### src/mrd_pkg.sv
// shared constants and types for the manchester receive decoder and its host
package mrd_pkg;

  // ----------------------------------------------------------------------
  // clocking and sample clock range
  // ----------------------------------------------------------------------
  localparam int unsigned CLK_HZ       = 250_000_000;
  localparam int unsigned SCLK_MIN_HZ  = 2_500;
  localparam int unsigned SCLK_MAX_HZ  = 50_000;
  localparam int unsigned DIV_W        = 17;
  localparam logic [16:0] DIV_MAX      = 17'(CLK_HZ / SCLK_MIN_HZ);
  localparam logic [16:0] DIV_MIN      = 17'(CLK_HZ / SCLK_MAX_HZ);
  localparam logic [16:0] DIV_RST      = 17'(CLK_HZ / SCLK_MAX_HZ);

  // ----------------------------------------------------------------------
  // samples per bit and interval windows, in sample ticks
  // ----------------------------------------------------------------------
  localparam int unsigned MAN_SPB      = 10;
  localparam int unsigned RAW_SPB      = 5;
  localparam logic [3:0]  LONG_MIN     = 4'h8;
  localparam logic [3:0]  LONG_MAX     = 4'hc;
  localparam logic [3:0]  SHORT_MIN    = 4'h3;
  localparam logic [3:0]  SHORT_MAX    = 4'h7;
  localparam logic [3:0]  GAP_SAT      = 4'hf;
  localparam logic [3:0]  PRE_EDGES    = 4'h8;
  localparam logic [2:0]  STROBE_TICKS = 3'h4;

  // ----------------------------------------------------------------------
  // host side
  // ----------------------------------------------------------------------
  localparam logic [2:0]  BYTE_LAST    = 3'h7;

  typedef enum logic [1:0] {
    MRD_HUNT,
    MRD_LOCK,
    MRD_FRAME
  } mrd_state_t;

endpackage : mrd_pkg

### src/mrd_link_if.sv
// link between the decoder end and the polling host end
`timescale 1ns/1ps
interface mrd_link_if;
  logic envelope_in;
  logic raw_envelope_out;
  logic decoded_data_out;
  logic bit_strobe_out;

  modport dev (
    input  envelope_in,
    output raw_envelope_out,
    output decoded_data_out,
    output bit_strobe_out
  );

  modport host (
    input  raw_envelope_out,
    input  decoded_data_out,
    input  bit_strobe_out
  );
endinterface : mrd_link_if

### src/mrd_decoder.sv
// decoder end: envelope sampling, raw pass-through and manchester recovery
`timescale 1ns/1ps

module mrd_decoder (
  input  wire logic        clk,
  input  wire logic        rstn,
  input  wire logic [16:0] sclk_div,
  input  wire logic        manch_en,
  output logic             locked,
  mrd_link_if.dev          link
);

  typedef struct packed {
    logic                env_s1;
    logic                env_s2;
    logic [16:0]         div_cnt;
    logic                tick;
    logic                samp;
    logic [3:0]          gap;
    logic                mid_phase;
    mrd_pkg::mrd_state_t state;
    logic [3:0]          pre_cnt;
    logic                data;
    logic                strobe;
    logic [2:0]          strb_cnt;
    logic                locked;
  } mrd_dev_st_t;

  mrd_dev_st_t st_r;
  mrd_dev_st_t st_nxt;

  logic [16:0] div_lim;
  logic [3:0]  ivl;
  logic        edge_seen;
  logic        is_long;
  logic        is_short;
  logic        emit;

  // ----------------------------------------------------------------------
  // next state
  // ----------------------------------------------------------------------
  always_comb begin
    st_nxt = st_r;
    emit   = 1'b0;
    // out-of-range settings are clamped, not trusted
    if (sclk_div < mrd_pkg::DIV_MIN) begin
      div_lim = mrd_pkg::DIV_MIN;
    end else if (sclk_div > mrd_pkg::DIV_MAX) begin
      div_lim = mrd_pkg::DIV_MAX;
    end else begin
      div_lim = sclk_div;
    end
    edge_seen = st_r.env_s2 != st_r.samp;
    ivl       = (st_r.gap == mrd_pkg::GAP_SAT) ? st_r.gap : st_r.gap + 4'h1;
    is_long   = (ivl >= mrd_pkg::LONG_MIN) && (ivl <= mrd_pkg::LONG_MAX);
    is_short  = (ivl >= mrd_pkg::SHORT_MIN) && (ivl <= mrd_pkg::SHORT_MAX);

    st_nxt.env_s1 = link.envelope_in;
    st_nxt.env_s2 = st_r.env_s1;

    // sample tick divider
    if (st_r.div_cnt + 17'h0_0001 >= div_lim) begin
      st_nxt.div_cnt = 17'h0_0000;
      st_nxt.tick    = 1'b1;
    end else begin
      st_nxt.div_cnt = st_r.div_cnt + 17'h0_0001;
      st_nxt.tick    = 1'b0;
    end

    if (st_r.tick) begin
      st_nxt.samp = st_r.env_s2;
      if (edge_seen) begin
        st_nxt.gap = 4'h0;
      end else if (st_r.gap != mrd_pkg::GAP_SAT) begin
        st_nxt.gap = st_r.gap + 4'h1;
      end

      case (st_r.state)
        mrd_pkg::MRD_HUNT: begin
          // alternating preamble gives one edge per bit period
          if (edge_seen) begin
            if (is_long) begin
              if (st_r.pre_cnt + 4'h1 >= mrd_pkg::PRE_EDGES) begin
                st_nxt.state   = mrd_pkg::MRD_LOCK;
                st_nxt.pre_cnt = 4'h0;
              end else begin
                st_nxt.pre_cnt = st_r.pre_cnt + 4'h1;
              end
            end else begin
              st_nxt.pre_cnt = 4'h0;
            end
          end else if (st_r.gap == mrd_pkg::GAP_SAT) begin
            st_nxt.pre_cnt = 4'h0;
          end
        end
        mrd_pkg::MRD_LOCK: begin
          // first edge after a quiet frame-start gap is the first mid-bit
          if (edge_seen && st_r.gap == mrd_pkg::GAP_SAT) begin
            st_nxt.state     = mrd_pkg::MRD_FRAME;
            st_nxt.mid_phase = 1'b1;
            emit             = 1'b1;
          end
        end
        mrd_pkg::MRD_FRAME: begin
          if (edge_seen) begin
            if (st_r.mid_phase && is_long) begin
              emit = 1'b1;
            end else if (st_r.mid_phase && is_short) begin
              st_nxt.mid_phase = 1'b0;
            end else if (!st_r.mid_phase && is_short) begin
              st_nxt.mid_phase = 1'b1;
              emit             = 1'b1;
            end else begin
              st_nxt.state = mrd_pkg::MRD_HUNT;
            end
          end else if (ivl > mrd_pkg::LONG_MAX) begin
            // missing mid-bit edge ends the frame
            st_nxt.state = mrd_pkg::MRD_HUNT;
          end
        end
        default: begin
          st_nxt.state = mrd_pkg::MRD_HUNT;
        end
      endcase

      if (!manch_en) begin
        st_nxt.state   = mrd_pkg::MRD_HUNT;
        st_nxt.pre_cnt = 4'h0;
        emit           = 1'b0;
      end

      // strobe stays shorter than the closest mid-bit spacing
      if (emit) begin
        st_nxt.data     = st_r.env_s2;
        st_nxt.strobe   = 1'b1;
        st_nxt.strb_cnt = mrd_pkg::STROBE_TICKS;
      end else if (st_r.strb_cnt > 3'h1) begin
        st_nxt.strb_cnt = st_r.strb_cnt - 3'h1;
      end else begin
        st_nxt.strb_cnt = 3'h0;
        st_nxt.strobe   = 1'b0;
      end
    end
    st_nxt.locked = st_nxt.state != mrd_pkg::MRD_HUNT;
  end

  // ----------------------------------------------------------------------
  // state register
  // ----------------------------------------------------------------------
  always_ff @(posedge clk) begin
    if (!rstn) begin
      st_r <= '{
        env_s1:    1'b0,
        env_s2:    1'b0,
        div_cnt:   17'h0_0000,
        tick:      1'b0,
        samp:      1'b0,
        gap:       4'h0,
        mid_phase: 1'b0,
        state:     mrd_pkg::MRD_HUNT,
        pre_cnt:   4'h0,
        data:      1'b0,
        strobe:    1'b0,
        strb_cnt:  3'h0,
        locked:    1'b0
      };
    end else begin
      st_r <= st_nxt;
    end
  end

  assign link.raw_envelope_out = st_r.samp;
  assign link.decoded_data_out = st_r.data;
  assign link.bit_strobe_out   = st_r.strobe;
  assign locked                = st_r.locked;

endmodule : mrd_decoder

### src/flat_wrapper.sv
// flat-port wrapper written by rule: the top's interface ports become plain ports
module mrd_decoder_flat 
  (clk, rstn, sclk_div, manch_en, locked, link_envelope_in, link_raw_envelope_out, link_decoded_data_out, link_bit_strobe_out);
  mrd_link_if link_i ();
  input  wire logic clk;
  input  wire logic rstn;
  input  wire logic [16:0] sclk_div;
  input  wire logic manch_en;
  output logic locked;
  input wire logic [$bits(link_i.envelope_in)-1:0] link_envelope_in;
  output wire logic [$bits(link_i.raw_envelope_out)-1:0] link_raw_envelope_out;
  output wire logic [$bits(link_i.decoded_data_out)-1:0] link_decoded_data_out;
  output wire logic [$bits(link_i.bit_strobe_out)-1:0] link_bit_strobe_out;
  assign link_i.envelope_in = link_envelope_in;
  assign link_raw_envelope_out = link_i.raw_envelope_out;
  assign link_decoded_data_out = link_i.decoded_data_out;
  assign link_bit_strobe_out = link_i.bit_strobe_out;
  mrd_decoder u_core (.clk(clk), .rstn(rstn), .sclk_div(sclk_div), .manch_en(manch_en), .locked(locked), .link(link_i));
endmodule
### config.mk
export PLATFORM = sky130hd
export DESIGN_NAME = mrd_decoder_flat
export DESIGN_NICKNAME = d
export VERILOG_FILES = /design/src/mrd_pkg.sv /design/src/mrd_link_if.sv /design/src/mrd_decoder.sv /design/src/flat_wrapper.sv
export SDC_FILE = /design/constraint.sdc
export NUM_CORES = 1
export LEC_CHECK = 0
export BUFFER_PORTS_ARGS = -buffer_cell sky130_fd_sc_hd__buf_4
export CAP_MARGIN = 20
export CORE_ASPECT_RATIO = 1.1
export CORE_MARGIN = 2
export CORE_UTILIZATION = 40
export CTS_BUF_LIST = sky130_fd_sc_hd__clkbuf_4 sky130_fd_sc_hd__clkbuf_8
export DETAILED_ROUTE_END_ITERATION = 12
export MAX_ROUTING_LAYER = met4
export PLACE_DENSITY = 0.59
export SETUP_SLACK_MARGIN = 0.02
export SLEW_MARGIN = 5
export SYNTH_ARGS = -nofsm -noshare
export SYNTH_HDL_FRONTEND = slang
export SYNTH_SLANG_ARGS = --single-unit
### constraint.sdc
create_clock -name clk -period 4.4 [get_ports clk]
set_clock_uncertainty 0.15 [all_clocks]
set_input_delay 0.88 -clock clk [delete_from_list [all_inputs] [get_ports clk]]
set_output_delay 0.88 -clock clk [all_outputs]
set_load 0.02 [all_outputs]
==> results.toml <==
[status]
status = "finished, final reports clean"

[route]
dr.pass1.iters = 4
routedWlPerCell_um = 13.4
via_count = 2369
dr.first_iter.drc_count = 74
wl_um = 5760
drc = 0
viasPerCell = 5.52
ant_nets = 0

[sta]
fin_crit_sh = 0.814
setup_violations = 0
period_needed_ns = 3.58
fmax_mhz = 279
tightest_slew_ns = 0.602
grt_setup_unrepaired = "false"
finalSetupTns_ns = 0
relSlewSlack = 0.598
slew_violations = 0
hold_violations = 0

[floorplan]
die_h_um = 90.1
io_pins = 25
coreArea_um2 = 6560
initial_core_util = 0.411
rows = 31
die_w_um = 82.3
die_area_um2 = 7410

[yosys]
synth-seq-cells = 38
yosys_warnings = 0
synthArstFlopShare = 0
syn_area_um2 = 2700
syn_area_per_cell_um2 = 8.30
synth_cell_types = 58
syn_nets = 372
ys_seq_area_frac = 0.282
ys.flop_type = "dfxtp_1"
synth_enable_flop_cells = 0
synthCells = 325

[setup_path]
critPathArrivalTime_ns = 3.62
path_max_fanout = 18
startpoint_type = "input port"
cp.required_ns = 4.44
worstSetupPathType = "input port to register"
cp-end-kind = "register"

[clocking]
clock_sinks = 38
root_buffer = "clkbuf_8"
clk_latency_ns = 0.29
cts_buffers = 5
hold_buffers = 0
cts_tree = "done"
postCtsResizedCells = 0
post_cts_buffers = 0
cts_buffer_depth = 2
htreeDepth = 2
path_clk_slew_ns = 0.07

[layout]
drive_above_1_share = 0.127
fin_nets = 393
area_growth_pct = 12.4
diodes = 0
fin_area_um2 = 3030
fill_cells = 691

[grt]
grt_pass1_vias = 2102
grt_pass1_wl_um = 9560
grt_use_total = 0.166
met1_usage = 0.200
use_met2 = 0.276
antenna_found_initial = 0
use_met3 = 0.0351
busiest_layer = "met2"
grt_overflow_total = 0
grt_max_degree = 23

[run]
drv_cap = 0

[worst_hold_path]
min_path_type = "register to register"

[power_and_ir_drop]
total_power_uw = 675
powerDensity_nw_per_um2 = 223
p_leak_nw = 1.26
ir_drop_uv = 106

[placed_design]
placed_area_um2 = 2940
gp_congestion = 0.811
hpwlAfterDp_um = 4420
portBuffers = 24
[stage by stage]
step                 util  hold slack, ns  cells  setup WS, ns
CTS                 0.462           0.292    429         0.814
global placement    0.448           0.263    421         0.543
global route        0.462           0.323    429         0.667
floorplan               -           0.262    325         0.563
finish              0.462           0.287    429         0.818
detailed placement  0.448           0.273    421         0.518
[layout by cell type (no fill, tap or decap), drive strengths merged, types with 11 or more instances in the layout]
| master | Yosys | routed |
|---|---|---|
| nand2 | 40 | 40 |
| dfxtp | 38 | 38 |
| ha | 26 | 26 |
| buf | 6 | 26 |
| nor3b | 17 | 17 |
| nand3 | 15 | 15 |
| inv | 14 | 14 |
| a21oi | 14 | 14 |
| o21ai | 13 | 13 |
| xnor2 | 11 | 11 |
| nor2 | 11 | 11 |
[worst max-delay path, stage by stage]
cell,delay (ns)
buf_4,0.11
or4_1,0.51
o21a_1,0.18
o21ai_1,0.11
a21oi_1,0.17
nor3_4,0.21
nand2_1,0.08
ha_1,0.28
nor2b_1,0.13
o21a_1,0.16
o211ai_1,0.16
a31o_2,0.18
a211oi_2,0.05
buf_4,0.20
o21a_1,0.20
[metal layers]
layer | vias up | routed length (um)
met1 | 1117 | 2630
li1 | 1223 | -
met2 | 24 | 2930
met5 | - | 0
met4 | 0 | 58
met3 | 5 | 137
[registers in the layout, indices dropped and copies added, names as in the netlist]
register and flops:
u_core.st_r 33, u_core.link.decoded_data_out 1, u_core.st_nxt 1, u_core.link.bit_strobe_out 1, u_core.link.raw_envelope_out 1, u_core.locked 1
[where the power goes]
part	leakage [nW]	switching, mW	internal [mW]	total (mW)
logic	0.903	0.0376	0.0357	0.0733
registers	0.307	0.00238	0.347	0.349
clock network	0.0517	0.120	0.133	0.253
[final cells by class]
class	instances	area, um2	area share
multi-input combinational	261	1820	0.602
sequential	38	761	0.251
timing repair buffer	26	195	0.0644
tap	82	103	0.0339
clock buffer	7	90.1	0.0297
inverter	14	52.6	0.0173
clock inverter	1	5.00	0.00165
[synthesized netlist by cell type (all sizes together) (8+ instances only)]
cell | n | share of area
and3 | 8 | 0.019
a21oi | 14 | 0.027
ha | 26 | 0.12
inv | 14 | 0.019
nor3b | 17 | 0.047
o21ai | 13 | 0.024
dfxtp | 38 | 0.28
nand3 | 15 | 0.028
nand4 | 9 | 0.021
xnor2 | 11 | 0.036
nor2b | 10 | 0.023
nand2 | 40 | 0.056
nor2 | 11 | 0.015
[logic make-up after synthesis]
kind of cell,share of synthesized area
XOR/XNOR,0.0613
flip-flops,0.282
multiplexers,0.00742
AO/OA/AOI/OAI,0.192
AND/OR/NAND/NOR,0.296
buffers and inverters,0.0413
adder cells (fa/ha/maj),0.121
[final timing paths]
| kind | start | end | slack, ns | cells after the start |
|---|---|---|---|---|
| worst max-delay path | sclk_div[2] | u_core.st_r[18]$_SDFF_PN0_ | 0.82 | 15 |
| worst min-delay path | u_core.st_nxt[36]$_SDFF_PN0_ | u_core.st_r[36]$_SDFF_PN0_ | 0.29 | 1 |
| worst max register to register | u_core.st_r[19]$_SDFF_PP0_ | u_core.st_r[24]$_SDFF_PP0_ | 1.50 | 12 |
| worst min register to register | u_core.st_nxt[36]$_SDFF_PN0_ | u_core.st_r[36]$_SDFF_PN0_ | 0.29 | 1 |
Note: power is estimated with default switching activity, not from simulation.
